## config.mk

```make
export PLATFORM = sky130hd
export DESIGN_NAME = dpfs_sequencer
export DESIGN_NICKNAME = d
export VERILOG_FILES = /design/src/include/dpfs_pkg.sv /design/src/include/dpfs_flt_if.sv /design/src/rtl/dpfs_fault_latch.sv /design/src/rtl/dpfs_sequencer.sv
export SDC_FILE = /design/constraint.sdc
export NUM_CORES = 1
export LEC_CHECK = 0
export BUFFER_PORTS_ARGS = -buffer_cell sky130_fd_sc_hd__buf_2
export CAP_MARGIN = 10
export CORE_ASPECT_RATIO = 0.7
export CORE_MARGIN = 2
export CORE_UTILIZATION = 55
export CTS_BUF_LIST = sky130_fd_sc_hd__clkbuf_4 sky130_fd_sc_hd__clkbuf_8
export DETAILED_ROUTE_END_ITERATION = 12
export GPL_ROUTABILITY_DRIVEN = 0
export PLACE_DENSITY = 0.76
export SYNTH_ARGS = -nofsm -noshare
export SYNTH_HDL_FRONTEND = slang
export SYNTH_SLANG_ARGS = --single-unit
```

## constraint.sdc

```tcl
create_clock -name core_clk -period 7 [get_ports core_clk]
set_input_delay 0.35 -clock core_clk [delete_from_list [all_inputs] [get_ports core_clk]]
set_output_delay 0.35 -clock core_clk [all_outputs]
set_load 0.005 [all_outputs]
```

## src/include/dpfs_pkg.sv

```systemverilog
// Purpose: Shared constants and types of the disk power and fault sequencer.
// Assumes: 20 MHz core clock.
// Notes: Register offsets are byte addresses on a 32-bit APB.
package dpfs_pkg;
    // =========================================================
    // Timing
    localparam int unsigned CLK_HZ = 20000000;
    localparam int unsigned CLK_NS = 50;
    localparam int unsigned SPIN_S = 15;
    localparam int unsigned STOP_S = 15;
    localparam int unsigned WF_NS = 4000;
    localparam int unsigned SPIN_CYC_DEF = SPIN_S * CLK_HZ;
    localparam int unsigned STOP_CYC_DEF = STOP_S * CLK_HZ;
    localparam int unsigned WF_CYC = WF_NS / CLK_NS;
    // =========================================================
    // Registers
    localparam logic [11:0] OFS_CTRL = 12'h000;
    localparam logic [11:0] OFS_CFG = 12'h004;
    localparam logic [11:0] OFS_STAT = 12'h008;
    localparam logic [11:0] OFS_CODE = 12'h00c;
    localparam int CTRL_START = 0;
    localparam int CTRL_REMOTE = 1;
    localparam int CTRL_CLR = 2;
    localparam int CFG_SPAN_LSB = 0;
    localparam int CFG_ADDR_LSB = 8;
    localparam int STAT_FLT_LSB = 0;
    localparam int STAT_ST_LSB = 8;
    localparam int STAT_READY = 16;
    localparam int STAT_START = 17;
    localparam int STAT_LAMP = 18;
    localparam logic [6:0] SPAN_RST = 7'h01;
    localparam logic [3:0] ADDR_RST = 4'h0;
    // =========================================================
    // Fault latch positions and tag command
    localparam int NFLT = 6;
    localparam int F_WR = 0;
    localparam int F_HS = 1;
    localparam int F_OC = 2;
    localparam int F_RW = 3;
    localparam int F_SK = 4;
    localparam int F_V = 5;
    localparam logic [3:0] TAG_CLR = 4'h3;
    // =========================================================
    // Sequencer states
    typedef enum logic [5:0] {
        ST_OFF = 6'h01,
        ST_SPIN = 6'h02,
        ST_HOME = 6'h04,
        ST_RDY = 6'h08,
        ST_RETR = 6'h10,
        ST_BRK = 6'h20
    } dpfs_state_t;
endpackage

```

## src/include/dpfs_flt_if.sv

```systemverilog
// Purpose: Carries fault causes and clears to the fault latch bank.
// Assumes: Both ends on core_clk.
// Notes: Latched flags and seek code come back to the sequencer.
`timescale 1ns/1ps
interface dpfs_flt_if;
    logic [5:0] cond;
    logic clr_all;
    logic clr_seek;
    logic [7:0] code_in;
    logic [5:0] lat;
    logic [7:0] code;
    modport ctl (output cond, output clr_all, output clr_seek,
                 output code_in, input lat, input code);
    modport bank (input cond, input clr_all, input clr_seek,
                  input code_in, output lat, output code);
endinterface

```

## src/rtl/dpfs_fault_latch.sv

```systemverilog
// Purpose: Sticky fault latches with seek error code.
// Assumes: Causes are synchronous to core_clk.
// Notes: A cause present during a clear keeps its latch set.
`timescale 1ns/1ps
module dpfs_fault_latch
    import dpfs_pkg::*;
(
    // Clock and reset.
    input wire logic core_clk,
    input wire logic rstn,
    // Latch bank side.
    dpfs_flt_if.bank f
);
    // =========================================================
    // Latches
    // Set wins over clear so an event in the clear cycle is kept.
    always_ff @(posedge core_clk or negedge rstn) begin
        if (!rstn) begin
            f.lat <= '0;
        end else begin
            for (int i = 0; i < NFLT; i++) begin
                if (f.cond[i]) begin
                    f.lat[i] <= 1'b1;
                end else if (f.clr_all || (i == F_SK && f.clr_seek)) begin
                    f.lat[i] <= 1'b0;
                end
            end
        end
    end

    // The code follows the latest seek failure and clears with its latch.
    always_ff @(posedge core_clk or negedge rstn) begin
        if (!rstn) begin
            f.code <= 8'h00;
        end else if (f.cond[F_SK]) begin
            f.code <= f.code_in;
        end else if (f.clr_all || f.clr_seek) begin
            f.code <= 8'h00;
        end
    end
endmodule

```

## src/rtl/dpfs_sequencer.sv

```systemverilog
// Purpose: Power on/off sequencer and fault logic of a fixed disk drive.
// Assumes: Pins are asynchronous; APB on core_clk with no wait states.
// Notes: Long timeouts are parameters so a bench can shorten them.
`timescale 1ns/1ps
module dpfs_sequencer
    import dpfs_pkg::*;
#(
    parameter int unsigned SPIN_CYC = SPIN_CYC_DEF,
    parameter int unsigned STOP_CYC = STOP_CYC_DEF,
    parameter int NH = 8
) (
    // Clock and reset.
    input wire logic core_clk,
    input wire logic rstn,
    // APB slave.
    input wire logic psel,
    input wire logic penable,
    input wire logic pwrite,
    input wire logic [11:0] paddr,
    input wire logic [31:0] pwdata,
    output logic [31:0] prdata,
    output logic pready,
    output logic pslverr,
    // Controller power lines and command.
    input wire logic pwr_pick,
    input wire logic pwr_hold,
    input wire logic [3:0] tag_code,
    input wire logic bus_bit4,
    input wire logic [3:0] sel_addr,
    // Drive sensors.
    input wire logic dc_ok,
    input wire logic at_speed,
    input wire logic retract_cond,
    input wire logic heads_home,
    input wire logic seek_done,
    input wire logic seek_fail,
    input wire logic [7:0] seek_code,
    input wire logic on_cyl,
    input wire logic index_mark,
    input wire logic slot_tick,
    // Read/write monitors.
    input wire logic write_gate,
    input wire logic read_gate,
    input wire logic write_current,
    input wire logic write_active,
    input wire logic [NH-1:0] head_sel,
    // Drive controls and status.
    output logic brake_energize,
    output logic motor_enable,
    output logic home_cylinder_seek,
    output logic retract_req,
    output logic drive_ready,
    output logic unit_selected,
    output logic sector_pulse,
    output logic clear_fault_lamp,
    output logic [5:0] fault_flags
);
    localparam int SW = 33 + NH;
    // Reset to the idle pin levels (dc good, on cylinder, current on), so
    // the empty synchroniser cannot latch a false fault after reset.
    localparam logic [SW-1:0] SYNC_RST = {{(SW - 14){1'b0}}, 14'h2084};

    dpfs_flt_if flt ();
    dpfs_state_t st_reg;
    logic [SW-1:0] s1_reg, s2_reg;
    logic [31:0] cnt_reg;
    logic [7:0] wf_cnt_reg;
    logic [6:0] slot_reg, span_reg;
    logic [3:0] addr_reg;
    logic start_reg, remote_reg, lclr_reg, idx_q_reg, slot_q_reg;
    logic pick, hold, dcok, spd, rcond, hhome, sdone, sfail, ocyl, idx;
    logic slot, wg, rg, wcur, wact, bit4;
    logic [3:0] tag, uaddr;
    logic [7:0] scode;
    logic [NH-1:0] heads;
    logic go_ok, line_ok, rflt, off_req, wr_en, rd_en, spin_done, stop_done;

    // Two or more bits set.
    function automatic logic multi_hot(input logic [NH-1:0] v);
        return (v & (v - 1'b1)) != '0;
    endfunction

    // =========================================================
    // Pin synchroniser
    // Only the second stage is unpacked and read by logic.
    always_ff @(posedge core_clk or negedge rstn) begin
        if (!rstn) begin
            s1_reg <= SYNC_RST;
            s2_reg <= SYNC_RST;
        end else begin
            s1_reg <= {tag_code, bus_bit4, sel_addr, seek_code, head_sel,
                       pwr_pick, pwr_hold, dc_ok, at_speed, retract_cond,
                       heads_home, seek_done, seek_fail, on_cyl, index_mark,
                       slot_tick, write_gate, read_gate, write_current,
                       write_active, 1'b0};
            s2_reg <= s1_reg;
        end
    end
    logic unused_pad;
    assign {tag, bit4, uaddr, scode, heads, pick, hold, dcok, spd, rcond,
            hhome, sdone, sfail, ocyl, idx, slot, wg, rg, wcur, wact,
            unused_pad} = s2_reg;

    // =========================================================
    // Sequencer conditions
    assign line_ok = pick && hold;
    assign go_ok = start_reg && dcok && !rcond &&
                   (!remote_reg || line_ok);
    assign rflt = !dcok || rcond ||
                  (!spd && (st_reg == ST_HOME || st_reg == ST_RDY));
    assign off_req = !start_reg || (remote_reg && !line_ok) || rflt;
    assign spin_done = cnt_reg >= SPIN_CYC - 1;
    assign stop_done = cnt_reg >= STOP_CYC - 1;

    // =========================================================
    // Power sequencer
    // The power-off time runs from retract entry through the brake
    // phase, so a jammed retract still ends in braking in time.
    always_ff @(posedge core_clk or negedge rstn) begin
        if (!rstn) begin
            st_reg <= ST_OFF;
            cnt_reg <= 32'h0000_0000;
        end else begin
            cnt_reg <= cnt_reg + 32'h0000_0001;
            case (st_reg)
                ST_OFF: begin
                    cnt_reg <= 32'h0000_0000;
                    if (go_ok) begin
                        st_reg <= ST_SPIN;
                    end
                end
                ST_SPIN: begin
                    if (off_req) begin
                        st_reg <= ST_RETR;
                        cnt_reg <= 32'h0000_0000;
                    end else if (spin_done && spd) begin
                        st_reg <= ST_HOME;
                    end
                end
                ST_HOME: begin
                    if (off_req) begin
                        st_reg <= ST_RETR;
                        cnt_reg <= 32'h0000_0000;
                    end else if (sdone) begin
                        st_reg <= ST_RDY;
                    end
                end
                ST_RDY: begin
                    if (off_req) begin
                        st_reg <= ST_RETR;
                        cnt_reg <= 32'h0000_0000;
                    end
                end
                ST_RETR: begin
                    if (hhome || stop_done) begin
                        st_reg <= ST_BRK;
                    end
                    // A jammed retract keeps its count, so braking ends
                    // within the stop time.
                    if (stop_done) begin
                        cnt_reg <= cnt_reg;
                    end
                end
                ST_BRK: begin
                    if (stop_done) begin
                        st_reg <= ST_OFF;
                    end
                end
                default: begin
                    st_reg <= ST_OFF;
                end
            endcase
        end
    end

    // Brake coil and motor always switch in the same cycle.
    always_ff @(posedge core_clk or negedge rstn) begin
        if (!rstn) begin
            brake_energize <= 1'b0;
            motor_enable <= 1'b0;
            home_cylinder_seek <= 1'b0;
            retract_req <= 1'b0;
            drive_ready <= 1'b0;
        end else begin
            brake_energize <= st_reg inside {ST_SPIN, ST_HOME, ST_RDY,
                                             ST_RETR};
            motor_enable <= st_reg inside {ST_SPIN, ST_HOME, ST_RDY,
                                           ST_RETR};
            home_cylinder_seek <= st_reg == ST_SPIN && !off_req &&
                                  spin_done && spd;
            retract_req <= st_reg == ST_RETR;
            drive_ready <= st_reg == ST_RDY;
        end
    end

    // =========================================================
    // Fault causes
    assign wr_en = wg && (wcur ? 1'b0 : wact); // Writing without current.
    assign rd_en = wf_cnt_reg == WF_CYC[7:0];
    assign flt.cond[F_WR] = wr_en || (rd_en && !wact);
    assign flt.cond[F_HS] = multi_hot(heads);
    assign flt.cond[F_OC] = (wg || rg) && !ocyl;
    assign flt.cond[F_RW] = wg && rg;
    assign flt.cond[F_SK] = sfail;
    assign flt.cond[F_V] = !dcok;
    assign flt.clr_all = lclr_reg || (tag == TAG_CLR && bit4);
    assign flt.clr_seek = home_cylinder_seek;
    assign flt.code_in = scode;

    // Cycles since write gate rose without writing; saturates.
    always_ff @(posedge core_clk or negedge rstn) begin
        if (!rstn) begin
            wf_cnt_reg <= 8'h00;
        end else if (!wg || wact) begin
            wf_cnt_reg <= 8'h00;
        end else if (!rd_en) begin
            wf_cnt_reg <= wf_cnt_reg + 8'h01;
        end
    end

    dpfs_fault_latch u_lat (
        .core_clk(core_clk),
        .rstn(rstn),
        .f(flt.bank)
    );

    // Lamp lights on any latched fault and goes out only on local clear.
    always_ff @(posedge core_clk or negedge rstn) begin
        if (!rstn) begin
            clear_fault_lamp <= 1'b0;
            fault_flags <= 6'h00;
        end else begin
            fault_flags <= flt.lat;
            if (flt.lat != '0) begin
                clear_fault_lamp <= 1'b1;
            end else if (lclr_reg) begin
                clear_fault_lamp <= 1'b0;
            end
        end
    end

    // =========================================================
    // Sector pulses and unit address
    // A pulse every span slots from index; span sets sectors per turn.
    always_ff @(posedge core_clk or negedge rstn) begin
        if (!rstn) begin
            idx_q_reg <= 1'b0;
            slot_q_reg <= 1'b0;
            slot_reg <= 7'h00;
            sector_pulse <= 1'b0;
            unit_selected <= 1'b0;
        end else begin
            idx_q_reg <= idx;
            slot_q_reg <= slot;
            sector_pulse <= 1'b0;
            unit_selected <= uaddr == addr_reg;
            if (idx && !idx_q_reg) begin
                slot_reg <= 7'h00;
                sector_pulse <= 1'b1;
            end else if (slot && !slot_q_reg) begin
                if (slot_reg + 7'h01 >= span_reg) begin
                    slot_reg <= 7'h00;
                    sector_pulse <= 1'b1;
                end else begin
                    slot_reg <= slot_reg + 7'h01;
                end
            end
        end
    end

    // =========================================================
    // APB slave
    // Read data comes from a flop loaded in the setup phase, with no wait state.
    logic acc, wr_acc;
    assign acc = psel && penable && pready;
    assign wr_acc = acc && pwrite;
    always_ff @(posedge core_clk or negedge rstn) begin
        if (!rstn) begin
            start_reg <= 1'b0;
            remote_reg <= 1'b0;
            lclr_reg <= 1'b0;
            span_reg <= SPAN_RST;
            addr_reg <= ADDR_RST;
        end else begin
            lclr_reg <= 1'b0;
            if (st_reg == ST_BRK && stop_done && !remote_reg) begin
                start_reg <= 1'b0;
            end
            if (wr_acc && paddr == OFS_CTRL) begin
                if (pwdata[CTRL_START]) begin
                    start_reg <= !start_reg;
                end
                remote_reg <= pwdata[CTRL_REMOTE];
                lclr_reg <= pwdata[CTRL_CLR];
            end
            if (wr_acc && paddr == OFS_CFG) begin
                span_reg <= pwdata[CFG_SPAN_LSB +: 7];
                addr_reg <= pwdata[CFG_ADDR_LSB +: 4];
            end
        end
    end

    always_ff @(posedge core_clk or negedge rstn) begin
        if (!rstn) begin
            pready <= 1'b0;
            pslverr <= 1'b0;
            prdata <= 32'h0000_0000;
        end else begin
            pready <= psel && !penable;
            pslverr <= psel && !penable &&
                       !(paddr inside {OFS_CTRL, OFS_CFG, OFS_STAT,
                                       OFS_CODE});
            prdata <= 32'h0000_0000;
            case (paddr)
                OFS_CTRL: prdata <= {30'h0, remote_reg, start_reg};
                OFS_CFG: prdata <= {20'h0, addr_reg, 1'b0, span_reg};
                OFS_STAT: prdata <= {13'h0, clear_fault_lamp, start_reg,
                                     drive_ready, 2'h0, st_reg,
                                     2'h0, flt.lat};
                OFS_CODE: prdata <= {24'h0, flt.code};
                default: prdata <= 32'h0000_0000;
            endcase
        end
    end
endmodule

```

==> results of run 1 <==
==> cells by family after synthesis <==
kind of cell	share of synthesized area [%]
AOI/OAI and AO/OA	10.4
adders and majority gates	2.03
DFF	62.9
buffers and inverters	4.09
muxes	2.72
other	0.0483
and+or+nand+nor	15.9
xor gates and xnor gates	1.92
==> cells in the mapped netlist, types with 10 or more instances <==
cell type  count
dfrtp_1      187
nand2_1       46
nor2_1        43
nand3_1       31
a21oi_1       25
o21ai_0       18
buf_4         17
inv_1         17
or3_1         15
or4_1         14
mux2_2        13
clkbuf_1      12
xor2_1        12
and2_1        11
ha_1          11
nand4_1       11
nand2b_1      10
nor3_1        10
o21ai_1       10
==> cell type report <==
class | count | area, µm² | share of cell area [%]
repair buffers | 146 | 997 | 10.8
flip-flops and latches | 195 | 4890 | 53.1
well taps | 190 | 238 | 2.58
multi-input cells | 412 | 2620 | 28.4
clock buffers | 18 | 248 | 2.69
clock inverters | 14 | 151 | 1.64
inverters | 17 | 63.8 | 0.693
==> routing by layer <==
metal	global-route usage [%]	routed length, µm	vias up
li1	-	-	2573
met1	32.4	7370	2673
met2	35.9	7670	244
met3	4.78	1020	22
met4	10.5	287	0
met5	0	0	-
==> metrics by stage <==
step / power (W) / cell area [µm²]
floorplan: 0.00146 / 7820
global placement: 0.00155 / 8340
detailed placement: 0.00157 / 8340
CTS: 0.00230 / 9150
global route: 0.00240 / 9200
finish: 0.00229 / 9200
==> worst max-delay path by stage <==
stage                     start           to  slack, ns  cells after the start
finish              slot_reg[0]  slot_reg[4]       4.05                      9
global route         cnt_reg[0]  cnt_reg[18]       3.88                      8
CTS                  cnt_reg[0]  cnt_reg[13]       3.75                      7
detailed placement   cnt_reg[0]  cnt_reg[17]       3.78                      7
global placement     cnt_reg[0]  cnt_reg[31]       3.88                      7
floorplan           slot_reg[0]  slot_reg[1]       4.61                      9
==> repair_timing <==
action,4_1_cts,5_1_grt
setup endpoints to repair,0,0
hold endpoints to repair,139,0
gates resized for setup,0,0
hold buffers,41,0
==> worst reg2reg max path: stages (launching register included) <==
cell and delay, ns:
dfrtp_1 0.45, ha_1 0.23, nand3_1 0.10, xnor2_1 0.22, ha_1 0.29, a21o_1 0.16
a21oi_1 0.12, o21ai_0 0.11, a211oi_1 0.89, a32o_1 0.29
==> report_power, final <==
group | switching, W | internal (W) | total [W]
clock | 0.000438 | 0.000281 | 0.000719
sequential | 0.0000560 | 0.00119 | 0.00124
combinational | 0.000195 | 0.000128 | 0.000324
total | 0.000689 | 0.00160 | 0.00229
==> run_results.csv, run 1 <==
group,metric,value,unit
setup_path,start_kind,"flop",
floorplanning,die_w,146,µm
yosys,yosysSeqAreaShare,62.9,%
timing,whs,0.0587,ns
global_routing,grt_use_total,23.2,%
setup_path,path_class,"reg2reg",
layout,post-route-util,66.3,%
status,status,"finished clean",
setup_path,critPathMostFrequentCell,"ha_1",
hold_path,hold_path.class,"in2reg",
yosys,yosys_most_used_dff,"dfrtp_1",
global_routing,grt_pass1_vias,5321,
timing,slew_headroom,29.4,%
timing,clock_skew,0.0227,ns
layout,area_growth_syn_to_layout,18.4,%
yosys,syn_area,0.00777,mm²
yosys,synth_area_per_cell,12.0,µm²
setup_path,cp_cell_sequence,"ha_1 -> nand3_1 -> xnor2_1 -> ha_1 -> a21o_1 -> a21oi_1 -> o21ai_0 -> a211oi_1 -> a32o_1",
setup_path,r2r_slack,4.05,ns
timing,finalSetupViolations,0,
placement,dp_cells,917,
layout,diodes,0,
yosys,synth_seq_cells,195,
timing,rsz0062_at_grt,"no",
clock_tree,clock_latency,0.48,ns
global_routing,grt_max_degree,103,
setup_path,slowest_stage,"a211oi_1",
global_routing,gr-total-overflow,0,
pwr,power_density,249,mW/mm²
setup_path,timing.rr.start,"slot_reg[0]",
yosys,async_flop_share,100,%
detailed_routing,avgViaCountPerCell,5.56,
timing,fmax,339,MHz
global_routing,grt_pass1_wl,26.9,mm
yosys,synth_edf_count,0,
yosys,yosys_warnings,0,
timing,fin_crit,2.95,ns
clock_tree,clock_path_buffers,2,
placement,dpl.hpwl,10.9,mm
detailed_routing,postRouteWirelength,16.3,mm
yosys,synthCells,649,
hold_path,hp-start,"penable",
detailed_routing,drt_first_pass_iters,5,
timing,finalWorstSetupSlack,4.05,ns
detailed_routing,wl_per_cell,16.5,µm
floorplanning,start_util,56.0,%
clock_tree,clock-sinks,195,
clock_tree,h-tree-depth,4,
layout,stdcell_count,992,
yosys,yosysTopAreaCell,"dfrtp_1",
timing,hold_viol_final,0,
clock_tree,path_clk_slew,0.10,ns
layout,drive_above_1_share,21.3,%
setup_path,r2r_end,"slot_reg[4]",
detailed_routing,ant_nets,0,
timing,finalSetupTns,0,ns
timing,slew_violations,0,
detailed_routing,drt_iter0_drc,471,
job,cap_viol_max_count,0,
yosys,synthTopCellsByArea,"dfrtp_1, dfstp_2, nand2_1",
setup_path,path_delay_family,"compound AO/OA/AOI/OAI gates",
setup_path,crit_arrival,3.35,ns
floorplanning,io_pins,137,
floorplanning,fp-row-count,36,
setup_path,critPathCaptureType,"flop",
hold_path,whs_path_depth,2,
clock_tree,cts_buffers,17,
floorplanning,coreArea,0.0139,mm²
timing,fin_crit_sh,42.1,%
setup_path,cp_slowest_stage_delay,0.89,ns
setup_path,critPathBufInv,0,
yosys,synth_cell_types,65,
setup_path,path_max_fanout,8,
yosys,synth_top_area_share,60.2,%
placement,dpl_worst_slack,3.78,ns
layout,n_fill_cell,1017,
setup_path,worstPathRequired,7.40,ns
layout,nets,889,
layout,layout_common_cells,"dfrtp_1, buf_2, nand2_1",
floorplanning,dieArea,0.0151,mm²
global_routing,antenna_found_initial,0,
clock_tree,cts_tree,"built",
hold_path,worstHoldEndpoint,"pready",
setup_path,reg2reg_depth,9,
clock_tree,ctsRootBufferMaster,"clkbuf_8",
placement,port_buffers,100,
clock_tree,post-cts-setup-buffers,0,
layout,layout_commonest_cell,"dfrtp_1",
pwr,ir_worst_vdd,0.147,mV
timing,tightestPinTransition,1.05,ns
pwr,total_leakage_power,4.22,nW
floorplanning,die_h,103,µm
detailed_routing,drc_errors,0,
detailed_routing,via_count,5512,
Note: power is estimated with default switching activity, not from simulation.
==> run 2, diff against run 1 <==
--- a/config.mk
+++ b/config.mk
@@ -5,6 +5,7 @@
 export SDC_FILE = /design/constraint.sdc
 export NUM_CORES = 1
 export LEC_CHECK = 0
+export ABC_AREA = 1
 export BUFFER_PORTS_ARGS = -buffer_cell sky130_fd_sc_hd__buf_2
 export CAP_MARGIN = 10
 export CORE_ASPECT_RATIO = 0.7
@@ -13,7 +14,7 @@
 export CTS_BUF_LIST = sky130_fd_sc_hd__clkbuf_4 sky130_fd_sc_hd__clkbuf_8
 export DETAILED_ROUTE_END_ITERATION = 12
 export GPL_ROUTABILITY_DRIVEN = 0
-export PLACE_DENSITY = 0.76
+export PLACE_DENSITY = 0.75
 export SYNTH_ARGS = -nofsm -noshare
 export SYNTH_HDL_FRONTEND = slang
 export SYNTH_SLANG_ARGS = --single-unit
==> constraint.sdc (replaced) <==
create_clock -name core_clk -period 2.72 [get_ports core_clk]
set_input_delay 0.136 -clock core_clk [delete_from_list [all_inputs] [get_ports core_clk]]
set_output_delay 0.136 -clock core_clk [all_outputs]
set_load 0.005 [all_outputs]
==> run_results.csv, run 2 <==
group,metric,value,unit
status,status,"finished clean",
layout,nets,1202,
yosys,synthAdderAreaFrac,1.64,%
clock_tree,ctsRootBufferMaster,"clkbuf_8",
placement,dp_cells,1224,
yosys,synthTopCellsByArea,"dfrtp_1, nand2_1, nor2_1",
setup_path,slowest_stage,"dfrtp_1",
clock_tree,clock_path_buffers,2,
timing,fmax,420,MHz
detailed_routing,drc_errors,0,
global_routing,antenna_found_initial,0,
floorplanning,start_util,56.7,%
yosys,yosysSeqAreaShare,58.2,%
layout,post-route-util,68.0,%
yosys,syn_area,0.00840,mm²
timing,slew_headroom,50.2,%
timing,finalSetupViolations,0,
hold_path,hold_path.class,"in2reg",
layout,stdcell_count,1310,
floorplanning,die_h,107,µm
pwr,power_density,602,mW/mm²
yosys,synth_compound_area_share,6.44,%
setup_path,timing.rr.start,"slot_reg[0]",
global_routing,gr-total-overflow,0,
yosys,async_flop_share,100,%
setup_path,reg2reg_depth,10,
layout,diodes,0,
timing,finalSetupTns,0,ns
clock_tree,h-tree-depth,4,
clock_tree,post-cts-setup-buffers,0,
timing,slew_violations,0,
hold_path,whs_path_depth,3,
yosys,synth_xor_area_share,2.09,%
yosys,synthMuxAreaShare,0,%
setup_path,cp_slowest_stage_delay,0.43,ns
yosys,synth_top_area_share,55.7,%
detailed_routing,avgViaCountPerCell,5.26,
floorplanning,coreArea,0.0148,mm²
yosys,synth_seq_cells,195,
yosys,synthTopCellsByCount,"nand2_1, dfrtp_1, nor2_1, inv_1, nand3_1",
yosys,synth_area_per_cell,8.95,µm²
yosys,synthCells,938,
yosys,yosys_warnings,0,
yosys,yosys.area_share.simple,24.2,%
global_routing,grt_pass1_wl,32.8,mm
global_routing,grt_pass1_vias,6464,
clock_tree,clock-sinks,195,
global_routing,grt_max_degree,93,
setup_path,start_kind,"flop",
setup_path,cp_cell_sequence,"ha_1 -> nand3_1 -> nor3_1 -> xor2_1 -> ha_1 -> a21oi_1 -> o21ai_0 -> nor2_2 -> o21ai_0 -> nor2_1",
timing,fin_crit_sh,87.5,%
clock_tree,clock_latency,0.48,ns
yosys,yosys_most_used_dff,"dfrtp_1",
placement,place_area,0.00908,mm²
pwr,total_leakage_power,5.03,nW
placement,dpl.hpwl,13.6,mm
setup_path,worstPathRequired,3.12,ns
layout,layout_commonest_cell,"nand2_1",
floorplanning,fp-row-count,37,
detailed_routing,wl_per_cell,15.3,µm
layout,design_area,0.0101,mm²
detailed_routing,ant_nets,0,
clock_tree,cts_buffers,17,
timing,hold_viol_final,0,
setup_path,crit_arrival,2.78,ns
timing,clock_skew,0.0133,ns
global_routing,grt_use_total,26.5,%
placement,port_buffers,100,
setup_path,critPathCaptureType,"flop",
setup_path,r2r_end,"slot_reg[0]",
clock_tree,path_clk_slew,0.11,ns
floorplanning,die_w,152,µm
yosys,synth_edf_count,0,
yosys,synth_cell_types,40,
job,cap_viol_max_count,0,
setup_path,path_class,"reg2reg",
yosys,yosysTopAreaCell,"dfrtp_1",
floorplanning,dieArea,0.0163,mm²
hold_path,hp-start,"pwrite",
yosys,synth.most_common_cell,"nand2_1",
layout,area_growth_syn_to_layout,20.0,%
clock_tree,cts_tree,"built",
pwr,ir_worst_vdd,0.459,mV
timing,fin_crit,2.38,ns
layout,drive_above_1_share,15.2,%
detailed_routing,via_count,6888,
timing,rsz0062_at_grt,"no",
layout,layout_common_cells,"nand2_1, dfrtp_1, nor2_1",
detailed_routing,drt_first_pass_iters,5,
detailed_routing,drt_iter0_drc,718,
setup_path,r2r_slack,0.34,ns
floorplanning,io_pins,137,
detailed_routing,postRouteWirelength,20.1,mm
timing,tightestPinTransition,0.748,ns
hold_path,worstHoldEndpoint,"lclr_reg",
setup_path,path_max_fanout,7,
yosys,synth_top_family_by_area,"simple AND/OR/NAND/NOR gates",
run 2: worst max-delay path by stage:
stage                startpoint           to  slack [ns]  cells after the start
floorplan           slot_reg[0]  slot_reg[0]        0.64                     10
global placement    slot_reg[0]  slot_reg[0]        0.37                     10
detailed placement  slot_reg[0]  slot_reg[0]        0.32                     10
CTS                 slot_reg[0]  slot_reg[0]        0.24                     10
global route        slot_reg[0]  slot_reg[0]        0.13                     10
finish              slot_reg[0]  slot_reg[0]        0.34                     10
run 2: worst max-delay path, delay by kind of cell (launching register included):
| kind | cells | cell delay [ns] |
|---|---|---|
| simple gates | 4 | 0.73 |
| fa+ha+maj | 2 | 0.49 |
| compound gates | 3 | 0.44 |
| flops | 1 | 0.43 |
| xor+xnor | 1 | 0.22 |
run 2: final cells by class:
type / instances / area (µm²)
sequential: 195 / 4890
fill: 1158 / 4740
multi-input combinational: 619 / 2950
timing repair buffer: 162 / 1130
inverter: 107 / 404
tap: 195 / 244
clock buffer: 17 / 234
clock inverter: 15 / 219
run 2: power by group:
part	switching, W	total, W	internal [W]
Sequential	0.0000883	0.00314	0.00305
Clock	0.00122	0.00205	0.000821
Combinational	0.000588	0.000879	0.000290
run 2: kinds of logic (layout without fill, tap and decap cells):
group / after synthesis / count (layout)
compound gates: 96 / 96
xor+xnor: 20 / 20
fa+ha+maj: 11 / 11
simple gates: 477 / 477
other cells: 1 / 15
flops: 195 / 195
buf+inv: 138 / 301
run 2: through the flow:
step | power [W] | hold slack [ns] | setup slack, ns
3_5_place_dp | 0.00399 | 0.245 | 0.323
4_1_cts | 0.00608 | 0.00390 | 0.237
6_report | 0.00607 | 0.0347 | 0.340
3_3_place_gp | 0.00397 | 0.242 | 0.371
5_1_grt | 0.00635 | 0.0281 | 0.129
2_1_floorplan | 0.00372 | -0.160 | 0.644
run 2: layer usage:
| layer | up-vias | wire length [µm] | global-route usage (%) |
|---|---|---|---|
| li1 | 3302 | - | - |
| met5 | - | 0 | 0 |
| met3 | 22 | 1990 | 8.01 |
| met4 | 0 | 227 | 5.42 |
| met2 | 328 | 8530 | 37.9 |
| met1 | 3236 | 9320 | 40.4 |
run 2: timing repair:
| action | in CTS | in global routing |
|---|---|---|
| hold buffers | 54 | 0 |
| resized for setup | 0 | 1 |
| setup endpoints to repair | 0 | 1 |
| endpoints found under the hold margin | 140 | 0 |
